File: src/include/efc_map.vh
// Register map, field layout, codes and timing constants for the encoder
// feedback configuration block. Assumes a 40 MHz aclk.
`ifndef EFC_MAP_VH
`define EFC_MAP_VH

// ****************************************************************
// Register byte offsets
// ****************************************************************
`define EFC_OFS_CFG      5'h00
`define EFC_OFS_LINES    5'h04
`define EFC_OFS_ABS      5'h08
`define EFC_OFS_BAUD     5'h0C
`define EFC_OFS_STAT     5'h10
`define EFC_OFS_MASK     5'h14
`define EFC_OFS_INFO     5'h18

// ****************************************************************
// Field positions
// ****************************************************************
`define EFC_CFG_TYPE     3:0
`define EFC_CFG_SUPPLY   5:4
`define EFC_CFG_TERM     9:8
`define EFC_CFG_ERR      13:12
`define EFC_CFG_AUTO     16
`define EFC_ABS_TURNS    4:0
`define EFC_ABS_RES      13:8
`define EFC_ST_WIRE      0
`define EFC_ST_PHASE     1
`define EFC_ST_AUTO      2

// ****************************************************************
// Reset values
// ****************************************************************
`define EFC_RST_TYPE     4'h0
`define EFC_RST_SUPPLY   2'h0
`define EFC_RST_TERM     2'h1
`define EFC_RST_ERR      2'h0
`define EFC_RST_LINES    16'h0400
`define EFC_RST_BAUD     12'h12C

// ****************************************************************
// Encoder type codes
// ****************************************************************
`define EFC_T_FREQ_DIR_PLAIN       4'h1
`define EFC_T_FWD_REV_PLAIN        4'h2
`define EFC_T_FREQ_DIR_COMMUTATED  4'h4
`define EFC_T_FWD_REV_COMMUTATED   4'h5
`define EFC_T_SINCOS_SERIAL_A      4'h7
`define EFC_T_SERIAL_ONLY_B        4'h8
`define EFC_T_SINCOS_SERIAL_B      4'h9

// ****************************************************************
// Baud codes and link rates in kHz
// ****************************************************************
`define EFC_CLK_KHZ      40000
`define EFC_B100         12'h064
`define EFC_B200         12'h0C8
`define EFC_B300         12'h12C
`define EFC_B500         12'h1F4
`define EFC_B1000        12'h3E8
`define EFC_B1500        12'h5DC
`define EFC_B2000        12'h7D0
`define EFC_RATE_100K    100
`define EFC_RATE_200K    200
`define EFC_RATE_300K    300
`define EFC_RATE_500K    500
`define EFC_RATE_1M      1000
`define EFC_RATE_1M5     1500
`define EFC_RATE_2M      2000
// Bit periods in aclk cycles, rounded down
`define EFC_DIV_100K     16'h0190
`define EFC_DIV_200K     16'h00C8
`define EFC_DIV_300K     16'h0085
`define EFC_DIV_500K     16'h0050
`define EFC_DIV_1M       16'h0028
`define EFC_DIV_1M5      16'h001A
`define EFC_DIV_2M       16'h0014

// ****************************************************************
// Bus answers
// ****************************************************************
`define EFC_RESP_OKAY    2'h0
`define EFC_RESP_SLVERR  2'h2

`endif

File: src/verilog/efc_top.v
// Encoder feedback configuration: AXI4-Lite registers, type decode, supply and
// termination drive, error checks, auto-configuration over the encoder link.
// Assumes one 40 MHz clock and encoder fault detectors synchronous to it.
//
// How it works
// - Types 1,2 pulse styles plain; 4,5 same styles with commutation inputs.
// - Supply code 0,1,2 drives 5 V, 8 V, 15 V encoder supply select.
// - Termination 0 none, 1 pulse inputs, 2 pulse and marker inputs.
// - Pulse types: level bit 0 wire break checks, bit 1 phase checks.
// - Phase checks run only for commutated pulse types among pulse types.
// - Pulse wire break is reported for termination 1,2,3; marker wire break only for termination 2.
// - Types 7,8,9 decode sincos serial a, serial only b, sincos serial b.
// - Auto-configure reads turns and resolution; lines only for sincos types.
// - Software may write turns, lines and resolution directly.
// - Serial b types decode baud codes 100..2000 into link rates.
// - Sincos types: level bit 0 sin/cos wire break, bit 1 phase checks.
`timescale 1ns/100ps
`default_nettype none
`include "efc_map.vh"

module efc_top (
   // Clock and reset
   input  wire        aclk,
   input  wire        aresetn,
   // AXI4-Lite write address and data
   input  wire [4:0]  awaddr,
   input  wire        awvalid,
   output reg         awready,
   input  wire [31:0] wdata,
   input  wire [3:0]  wstrb,
   input  wire        wvalid,
   output reg         wready,
   // AXI4-Lite write response
   output reg  [1:0]  bresp,
   output reg         bvalid,
   input  wire        bready,
   // AXI4-Lite read
   input  wire [4:0]  araddr,
   input  wire        arvalid,
   output reg         arready,
   output reg  [31:0] rdata,
   output reg  [1:0]  rresp,
   output reg         rvalid,
   input  wire        rready,
   // Interrupt
   output reg         irq,
   // Encoder supply and termination
   output reg  [2:0]  supply_sel,
   output reg         term_pulse_en,
   output reg         term_marker_en,
   // Detectors from the input stage
   input  wire        wire_break_pulse,
   input  wire        wire_break_marker,
   input  wire        wire_break_sincos,
   input  wire        phase_err,
   // Encoder serial link configuration exchange
   output reg         cfg_req,
   input  wire        cfg_valid,
   input  wire [4:0]  cfg_turns,
   input  wire [5:0]  cfg_res,
   input  wire [15:0] cfg_lines,
   output reg  [15:0] baud_div,
   output reg         baud_ok
);

   localparam [2:0] ST_IDLE = 3'h1, ST_REQ = 3'h2, ST_DONE = 3'h4;

   reg  [3:0]  type_q, wstrb_q;
   reg  [1:0]  supply_q, term_q, err_q;
   reg         auto_q, aw_have_q, w_have_q, rd_hit, div_ok_d;
   reg  [15:0] lines_q, div_d;
   reg  [4:0]  turns_q, awaddr_q;
   reg  [5:0]  res_q;
   reg  [11:0] baud_q;
   reg  [2:0]  stat_q, mask_q, st_q, stat_d;
   reg  [31:0] wdata_q, old_word, new_word, rd_word;
   wire [31:0] lane_mask;
   wire        do_write, rd_take, auto_start, ev_wire, ev_phase, ev_auto;
   wire        is_pulse, is_comm, is_sincos, is_serial_b, is_serial, wire_chk, phase_chk;
   // ****************************************************************
   // Type decode
   // ****************************************************************
   assign is_pulse    = (type_q == `EFC_T_FREQ_DIR_PLAIN) || (type_q == `EFC_T_FWD_REV_PLAIN) ||
                        is_comm;
   assign is_comm     = (type_q == `EFC_T_FREQ_DIR_COMMUTATED) ||
                        (type_q == `EFC_T_FWD_REV_COMMUTATED);
   assign is_sincos   = (type_q == `EFC_T_SINCOS_SERIAL_A) ||
                        (type_q == `EFC_T_SINCOS_SERIAL_B);
   assign is_serial_b = (type_q == `EFC_T_SERIAL_ONLY_B) ||
                        (type_q == `EFC_T_SINCOS_SERIAL_B);
   assign is_serial   = is_sincos || is_serial_b;
   // ****************************************************************
   // Error checks
   // ****************************************************************
   assign wire_chk  = err_q[0] && (is_pulse || is_sincos);
   assign phase_chk = err_q[1] && (is_comm || is_sincos);
   assign ev_wire   = wire_chk && ((is_pulse && ((wire_break_pulse && term_q != 2'h0) ||
                      (wire_break_marker && term_q == 2'h2))) ||
                      (is_sincos && wire_break_sincos));
   assign ev_phase  = phase_chk && phase_err;
   assign ev_auto   = (st_q == ST_REQ) && cfg_valid;
   // ****************************************************************
   // Bus write path
   // ****************************************************************
   assign do_write  = aw_have_q && w_have_q && !bvalid;
   assign rd_take   = arvalid && arready;
   assign lane_mask = {{8{wstrb_q[3]}}, {8{wstrb_q[2]}}, {8{wstrb_q[1]}}, {8{wstrb_q[0]}}};
   assign auto_start = do_write && (awaddr_q == `EFC_OFS_CFG) && new_word[`EFC_CFG_AUTO] &&
                       is_serial && (st_q == ST_IDLE);
   always @* begin
      old_word = 32'h0000_0000;
      case (awaddr_q)
         `EFC_OFS_CFG: begin
            old_word[`EFC_CFG_TYPE]   = type_q;
            old_word[`EFC_CFG_SUPPLY] = supply_q;
            old_word[`EFC_CFG_TERM]   = term_q;
            old_word[`EFC_CFG_ERR]    = err_q;
            old_word[`EFC_CFG_AUTO]   = auto_q;
         end
         `EFC_OFS_LINES: old_word[15:0] = lines_q;
         `EFC_OFS_ABS: begin
            old_word[`EFC_ABS_TURNS] = turns_q;
            old_word[`EFC_ABS_RES]   = res_q;
         end
         `EFC_OFS_BAUD: old_word[11:0] = baud_q;
         `EFC_OFS_MASK: old_word[2:0]  = mask_q;
         default: old_word = 32'h0000_0000;
      endcase
      new_word = (old_word & ~lane_mask) | (wdata_q & lane_mask);
   end
   // ****************************************************************
   // Read mux
   // ****************************************************************
   always @* begin
      rd_word = 32'h0000_0000;
      rd_hit  = 1'b1;
      case (araddr)
         `EFC_OFS_CFG: begin
            rd_word[`EFC_CFG_TYPE]   = type_q;
            rd_word[`EFC_CFG_SUPPLY] = supply_q;
            rd_word[`EFC_CFG_TERM]   = term_q;
            rd_word[`EFC_CFG_ERR]    = err_q;
            rd_word[`EFC_CFG_AUTO]   = auto_q;
         end
         `EFC_OFS_LINES: rd_word[15:0] = lines_q;
         `EFC_OFS_ABS: begin
            rd_word[`EFC_ABS_TURNS] = turns_q;
            rd_word[`EFC_ABS_RES]   = res_q;
         end
         `EFC_OFS_BAUD: rd_word[11:0] = baud_q;
         `EFC_OFS_STAT: rd_word[2:0]  = stat_q;
         `EFC_OFS_MASK: rd_word[2:0]  = mask_q;
         `EFC_OFS_INFO: rd_word[7:0]  = {baud_ok, phase_chk, wire_chk, is_serial_b, is_sincos,
                                         is_comm, is_pulse, cfg_req};
         default: rd_hit = 1'b0;
      endcase
   end

   // ****************************************************************
   // Baud decode
   // ****************************************************************
   always @* begin
      div_ok_d = is_serial_b;
      div_d    = 16'h0000;
      case (baud_q)
         `EFC_B100:  div_d = `EFC_DIV_100K;
         `EFC_B200:  div_d = `EFC_DIV_200K;
         `EFC_B300:  div_d = `EFC_DIV_300K;
         `EFC_B500:  div_d = `EFC_DIV_500K;
         `EFC_B1000: div_d = `EFC_DIV_1M;
         `EFC_B1500: div_d = `EFC_DIV_1M5;
         `EFC_B2000: div_d = `EFC_DIV_2M;
         default:    div_ok_d = 1'b0;
      endcase
   end
   // Set wins over the clear by read
   always @* begin
      stat_d = (rd_take && araddr == `EFC_OFS_STAT) ? 3'h0 : stat_q;
      stat_d[`EFC_ST_WIRE]  = stat_d[`EFC_ST_WIRE]  | ev_wire;
      stat_d[`EFC_ST_PHASE] = stat_d[`EFC_ST_PHASE] | ev_phase;
      stat_d[`EFC_ST_AUTO]  = stat_d[`EFC_ST_AUTO]  | ev_auto;
   end
   // ****************************************************************
   // AXI4-Lite handshakes
   // ****************************************************************
   always @(posedge aclk) begin
      if (!aresetn) begin
         awready   <= 1'b1;
         wready    <= 1'b1;
         bvalid    <= 1'b0;
         bresp     <= `EFC_RESP_OKAY;
         arready   <= 1'b1;
         rvalid    <= 1'b0;
         rresp     <= `EFC_RESP_OKAY;
         rdata     <= 32'h0000_0000;
         aw_have_q <= 1'b0;
         w_have_q  <= 1'b0;
         awaddr_q  <= 5'h00;
         wdata_q   <= 32'h0000_0000;
         wstrb_q   <= 4'h0;
      end else begin
         if (awvalid && awready) begin
            aw_have_q <= 1'b1;
            awready   <= 1'b0;
            awaddr_q  <= awaddr;
         end
         if (wvalid && wready) begin
            w_have_q <= 1'b1;
            wready   <= 1'b0;
            wdata_q  <= wdata;
            wstrb_q  <= wstrb;
         end
         if (do_write) begin
            aw_have_q <= 1'b0;
            w_have_q  <= 1'b0;
            bvalid    <= 1'b1;
            bresp     <= (awaddr_q[1:0] != 2'h0 || awaddr_q > `EFC_OFS_MASK ||
                          awaddr_q == `EFC_OFS_STAT) ? `EFC_RESP_SLVERR : `EFC_RESP_OKAY;
         end
         if (bvalid && bready) begin
            bvalid  <= 1'b0;
            awready <= 1'b1;
            wready  <= 1'b1;
         end
         if (rd_take) begin
            arready <= 1'b0;
            rvalid  <= 1'b1;
            rdata   <= rd_word;
            rresp   <= rd_hit ? `EFC_RESP_OKAY : `EFC_RESP_SLVERR;
         end
         if (rvalid && rready) begin
            rvalid  <= 1'b0;
            arready <= 1'b1;
         end
      end
   end
   // ****************************************************************
   // Configuration registers and auto-configuration
   // ****************************************************************
   always @(posedge aclk) begin
      if (!aresetn) begin
         type_q   <= `EFC_RST_TYPE;
         supply_q <= `EFC_RST_SUPPLY;
         term_q   <= `EFC_RST_TERM;
         err_q    <= `EFC_RST_ERR;
         auto_q   <= 1'b0;
         lines_q  <= `EFC_RST_LINES;
         turns_q  <= 5'h00;
         res_q    <= 6'h00;
         baud_q   <= `EFC_RST_BAUD;
         mask_q   <= 3'h0;
         stat_q   <= 3'h0;
         st_q     <= ST_IDLE;
         cfg_req  <= 1'b0;
      end else begin
         stat_q <= stat_d;
         if (do_write) begin
            case (awaddr_q)
               `EFC_OFS_CFG: begin
                  type_q   <= new_word[`EFC_CFG_TYPE];
                  supply_q <= new_word[`EFC_CFG_SUPPLY];
                  term_q   <= new_word[`EFC_CFG_TERM];
                  err_q    <= new_word[`EFC_CFG_ERR];
                  auto_q   <= new_word[`EFC_CFG_AUTO];
               end
               `EFC_OFS_LINES: lines_q <= new_word[15:0];
               `EFC_OFS_ABS: begin
                  turns_q <= new_word[`EFC_ABS_TURNS];
                  res_q   <= new_word[`EFC_ABS_RES];
               end
               `EFC_OFS_BAUD: baud_q <= new_word[11:0];
               `EFC_OFS_MASK: mask_q <= new_word[2:0];
               default: ;
            endcase
         end
         case (st_q)
            ST_IDLE: begin
               if (auto_start) begin
                  st_q    <= ST_REQ;
                  cfg_req <= 1'b1;
               end
            end
            ST_REQ: begin
               if (cfg_valid) begin
                  turns_q <= cfg_turns;
                  res_q   <= cfg_res;
                  if (is_sincos) begin
                     lines_q <= cfg_lines;
                  end
                  cfg_req <= 1'b0;
                  st_q    <= ST_DONE;
               end
            end
            ST_DONE: begin
               auto_q <= 1'b0;
               st_q   <= ST_IDLE;
            end
            default: begin
               cfg_req <= 1'b0;
               st_q    <= ST_IDLE;
            end
         endcase
      end
   end

   // ****************************************************************
   // Registered outputs to the encoder front end
   // ****************************************************************
   always @(posedge aclk) begin
      if (!aresetn) begin
         supply_sel     <= 3'h1;
         term_pulse_en  <= 1'b0;
         term_marker_en <= 1'b0;
         baud_div       <= 16'h0000;
         baud_ok        <= 1'b0;
         irq            <= 1'b0;
      end else begin
         case (supply_q)
            2'h0:    supply_sel <= 3'h1;
            2'h1:    supply_sel <= 3'h2;
            2'h2:    supply_sel <= 3'h4;
            default: supply_sel <= 3'h1;
         endcase
         term_pulse_en  <= (term_q == 2'h1) || (term_q == 2'h2);
         term_marker_en <= (term_q == 2'h2);
         baud_div       <= div_ok_d ? div_d : 16'h0000;
         baud_ok        <= div_ok_d;
         irq            <= |(stat_d & mask_q);
      end
   end

endmodule // efc_top
`default_nettype wire
File: config.mk
export PLATFORM = sky130hd
export DESIGN_NAME = efc_top
export DESIGN_NICKNAME = d
export VERILOG_FILES = /design/src/verilog/efc_top.v
export VERILOG_INCLUDE_DIRS = /design/src /design/src/include
export SDC_FILE = /design/constraint.sdc
export NUM_CORES = 1
export LEC_CHECK = 0
export BUFFER_PORTS_ARGS = -buffer_cell sky130_fd_sc_hd__buf_2
export CORE_UTILIZATION = 55
export CTS_CLUSTER_SIZE = 28
export DETAILED_ROUTE_END_ITERATION = 8
export PLACE_DENSITY_LB_ADDON = 0.15
export SLEW_MARGIN = 20
export SYNTH_ARGS = -nofsm -noshare
export SYNTH_HDL_FRONTEND = slang
export SYNTH_SLANG_ARGS = --single-unit
File: constraint.sdc
create_clock -name aclk -period 2.47 [get_ports aclk]
set_input_delay 0.494 -clock aclk [delete_from_list [all_inputs] [get_ports aclk]]
set_output_delay 0.494 -clock aclk [all_outputs]
set_load 0.02 [all_outputs]
==> Word level (Yosys, flattened, before mapping) <==
Cells that the tools add are included.
W data, S select, Z words.
{ "classes": {"n_eq_ne": 34, "mux": 44, "magnitude_cmp": 1, "n_bitwise": 10, "n_reduce_logical": 52} }
{ "op_table": {"columns": ["operator", "count"], "rows": [
  ["$mux W16", 5],
  ["$pmux W9 S7", 1],
  ["$and A17 B17 Y17", 2],
  ["$pmux W2 S3", 5],
  ["$eq A5 B5 Y1 const B", 5],
  ["$eq A12 B11 Y1 const B", 2],
  ["$eq A12 B9 Y1 const B", 2],
  ["$mux W6", 4],
  ["$pmux W2 S4", 3],
  ["$logic_and A1 B1 Y1", 21],
  ["$pmux W3 S7", 1],
  ["$eq A5 B4 Y1 const B", 4],
  ["$mux W5", 4],
  ["$not A17 Y17", 1],
  ["$or A17 B17 Y17", 1],
  ["$pmux W3 S5", 1],
  ["$reduce_or A7 Y1", 2],
  ["$logic_or A1 B1 Y1", 13],
  ["$eq A12 B10 Y1 const B", 1],
  ["$eq A12 B7 Y1 const B", 1],
  ["$eq A12 B8 Y1 const B", 1],
  ["$eq A4 B3 Y1 const B", 3],
  ["$pmux W3 S2", 2],
  ["$eq A5 B3 Y1 const B", 2],
  ["27 further kinds", 54]
]} }
{ "totals": {"output_inout_bits": 65, "in_bits": 85, "reg_bits": 136, "elab_cells": 173} }

==> Longest topological paths before layout <==
{ "logic_depth": {"ltp_word": 9, "ltp_mapped": 7, "depth_no_buf": 6} }

==> Worst setup path after synthesis <==
No wires, ideal clock.
{ "synth_timing": {"path_type": "register to register", "start": "register awaddr_q[4]", "end": "register lines_q[6]", "stages_incl_launch_ff": 7, "required_time_ns": 2.399, "arrival_time_ns": 1.834, "slack_ns": 0.566, "setup_time_ns": 0.071, "period_less_slack_ns": 1.904, "path_buffers": 2, "path_cell_list": "dfxtp_1 -> buf_6 -> or4b_4 -> buf_6 -> or3_1 -> a311o_1 -> a21oi_1"} }
{ "synth_via": {"elab_chain_cells": 9, "word_cells_on_any_way": 10, "cone_classes": "eq/ne: 2; mux: 6; bitwise: 2"} }
{ "synth_lines": {"columns": ["element", "line_no", "source"], "rows": [
  ["from (decl)", "efc_top.v:72", "reg [4:0] turns_q, awaddr_q;"],
  ["from (signal assigned)", "efc_top.v:205", "awaddr_q <= awaddr;"],
  ["$eq A5 B4 Y1 or $eq A5 B3 Y1 (tied branches)", "efc_top.v:112, efc_top.v:258", null],
  ["$pmux W2 S2", "efc_top.v:112", "case (awaddr_q)"],
  ["$and A17 B17 Y17", "efc_top.v:129", "new_word = (old_word & ~lane_mask) | (wdata_q & lane_mask);"],
  ["$or A17 B17 Y17", "efc_top.v:129", null],
  ["$mux W16 (*)", "efc_top.v:258", "case (awaddr_q)"],
  ["$mux W16 (*)", "efc_top.v:257", "if (do_write) begin"],
  ["$mux W16", "efc_top.v:287", "if (is_sincos) begin"],
  ["$mux W16", "efc_top.v:284", "if (cfg_valid) begin"],
  ["$mux W16 (*)", "efc_top.v:276", "case (st_q)"],
  ["to (signal assigned)", "efc_top.v:247", "lines_q <= `EFC_RST_LINES;"],
  ["to (signal assigned)", "efc_top.v:266", "`EFC_OFS_LINES: lines_q <= new_word[15:0];"],
  ["to (signal assigned)", "efc_top.v:288", "lines_q <= cfg_lines;"],
  ["to (decl)", "efc_top.v:71", "reg [15:0] lines_q, div_d;"]
]} }
Mark *: on every way between the ends. The rest lies on a longest branch, timed or not.
A chain may end at the register's enable or synchronous reset.

==> Worst setup path in the final report <==
{ "layout_timing": {"start": "register awaddr_q[1]", "end": "register type_q[2]"} }
{ "layout_via": {"elab_chain_cells": 4, "word_cells_on_any_way": 9, "cone_classes": "eq/ne: 4; mux: 1; bitwise: 2; reduce/logical: 2"} }
{ "layout_lines": {"columns": ["element", "line_no", "source"], "rows": [
  ["$eq A5 B5 Y1 (tied with other cells)", "efc_top.v:112", null],
  ["$pmux W3 S5", "efc_top.v:112", null],
  ["$and A17 B17 Y17", "efc_top.v:129", null],
  ["$or A17 B17 Y17", "efc_top.v:129", null],
  ["to (signal assigned)", "efc_top.v:242", "type_q <= `EFC_RST_TYPE;"],
  ["to (signal assigned)", "efc_top.v:260", "type_q <= new_word[`EFC_CFG_TYPE];"],
  ["to (decl)", "efc_top.v:68", "reg [3:0] type_q, wstrb_q;"]
]} }
Several ways; a longest one is shown, not always the timed one.

==> metrics.txt <==
cts hold-fix bufs=0; largest net degree at the start of global routing=54; measured slew at the worst slew-check pin=between 0.8 and 0.9 ns; initial antenna violation count=0; most frequent cells in the layout=dfxtp_1, buf_2, nand2_1; Main synth FF type=dfxtp_1; unrepaired setup endpoints after global routing=false; via/cell ratio=roughly 6.3; first-pass GRT wire length=31900 um; Power Total=~5.4 mW; synthesized flop and latch total=127; layout cells sized above 1=22.0%; CTS Root Cell=clkbuf_16; CTS tree=yes; Async SR Flop Fraction=0%; Mapped Area=~6600 um^2; vias in the first global route=5906; DR iter-0 viols=644; Req. time, crit path=about 2.8 ns; fmax=470 MHz; DRC errors left=12; Hold Crit Class=input pin to flip-flop; CTS sink cnt=approximately 130; Routed WL per cell=19.5 um; VDD IR max=0.000457 V; Fillers=roughly 1000; DIE WIDTH=111 um; GPL Wtd Cong=between 0.9 and 1; Num CTS Buffers=17; Post-Syn Instances=just under 800; failing checks=design-rule violations; GRT Util Overall=around a third; worst flop-to-flop path startpoint=awaddr_q[1]; nets=959; most common cell after layout, fill and taps aside=dfxtp_1; worst rel slew slack=45.6%; Detailed Place HPWL=between 10000 and 15000 um; # port buffers=109; routed wire length=~20000 um; Final Hold Fails=0; vias=approximately 6500; Die Height=111 um; Final Cycle Share=86.2%; Max Transition Viols Final=0; Rows=39; CTS H-tree lvls=4; die area=12400 um^2; clock-pin slew on the worst setup and hold paths=roughly 0.06 ns; CP Data Arrival Time=2.41 ns; crit path capture type=flip-flop; power per standard cell area=a little under 700 nW/um^2; Avg Cell Area, Syn=around 8.5 um^2; IO Pins=150; Final setup viols=0; Worst R2R Setup Slack=0.34 ns; Worst Setup SP=awaddr_q[1]; CP Class=flip-flop to flip-flop; clk_lat worst skew=0.43 ns; Worst Path Max Fanout=14; Pre-Repair DR Iteration Count=9; Remaining Overflow, GRT=0; Min Clock Period, post-route=~2.1 ns; diode count=0; Seq/Total Area, Yosys=38.6%; count of different cell masters after synthesis=76; leak pwr=a little over 3 nW; post-route setup TNS=0 ns; Hold Crit Start=wvalid; Post-DRT Antenna Nets=0; Clock Tree Buf Depth=2; Worst Skew=just under 0.01 ns; Area growth, synth to finish=18.8%; CP Launch Type=flip-flop; initial core utilization=between 50% and 60%; count of flip-flops with a built-in enable after synthesis=0; core area=11600 um^2; YS warnings=0; Max-cap violations=0; status=complete, but fails checks
registers in the layout, indices dropped and copies added, names as in the netlist, 4 cells and up:
register	cells
res_q	6
baud_div	9
wdata_q	17
type_q	4
baud_q	12
turns_q	5
rdata	17
awaddr_q	5
lines_q	16
final timing paths:
path,end,depth (start not counted)
worst min register to register,wdata_q[4],2
worst max register to register,type_q[2],5
worst max-delay path,type_q[2],5
worst min-delay path,wready,2
logic make-up (layout without fill, tap and decap cells):
| family | after synthesis | count (layout) | share of synthesized area (%) |
|---|---|---|---|
| AND/OR/NAND/NOR | 271 | 271 | 22.3 |
| AO/OA/AOI/OAI | 238 | 238 | 24.2 |
| flip-flops | 127 | 127 | 38.6 |
| buffers and inverters | 98 | 183 | 7.35 |
| multiplexers | 36 | 36 | 6.70 |
| adder cells (fa/ha/maj) | 4 | 4 | 0.760 |
| other | 1 | 24 | 0.0569 |
through the flow:
stage          setup WS (ns)  hold slack (ns)  cell area, um^2  cells  utilization (%)
2_1_floorplan          0.566            0.431             6670    798                -
4_1_cts               0.0887            0.289             7820   1026             67.7
6_report               0.340            0.290             7830   1026             67.7
3_5_place_dp           0.108            0.449             7180    994             62.0
3_3_place_gp           0.158            0.443             7180    994             62.0
5_1_grt                0.268            0.304             7830   1026             67.7
layer usage:
layer | wire length [um] | track usage, % | vias up
li1 | - | - | 3030
met4 | 458 | 12.7 | 0
met5 | 0 | 0 | -
met1 | 8680 | 44.1 | 3018
met3 | 1700 | 7.19 | 41
met2 | 9210 | 52.5 | 372
cell usage after synthesis (16+ instances only):
master	number	area, um^2
nand2_1	92	345
clkbuf_1	41	154
o21ai_0	37	185
a22oi_1	17	128
dfxtp_1	127	2540
a21oi_1	74	370
nor2_1	29	109
nand3_1	37	185
mux2i_1	25	250
buf_4	24	180
nand2b_1	16	100
critical path: stages (launching register included):
cell and delay [ns]:
dfxtp_1 0.59, nor4b_1 0.11, buf_4 0.21, a32o_1 0.24, a2111oi_2 0.62, o32ai_1 0.20
power by group:
part           internal, mW  switching, mW  total [mW]
combinational         0.165          0.312       0.477
sequential             2.09         0.0545        2.15
clock                  1.84          0.913        2.75
area by class of cell:
cell class,count,area [um^2],share of cell area [%]
multi-input combinational,573,3660,46.7
sequential,127,2540,32.5
inverter,16,60.1,0.767
clock buffer,22,464,5.93
clock inverter,10,184,2.35
tap,143,179,2.29
timing repair buffer,135,741,9.46
repair_timing:
| item | in CTS | in global routing |
|---|---|---|
| endpoints found under the setup margin | 0 | 5 |
| resized for setup | 0 | 1 |
| buffers inserted | 0 | 0 |
Power figures use the tool's default switching activity.
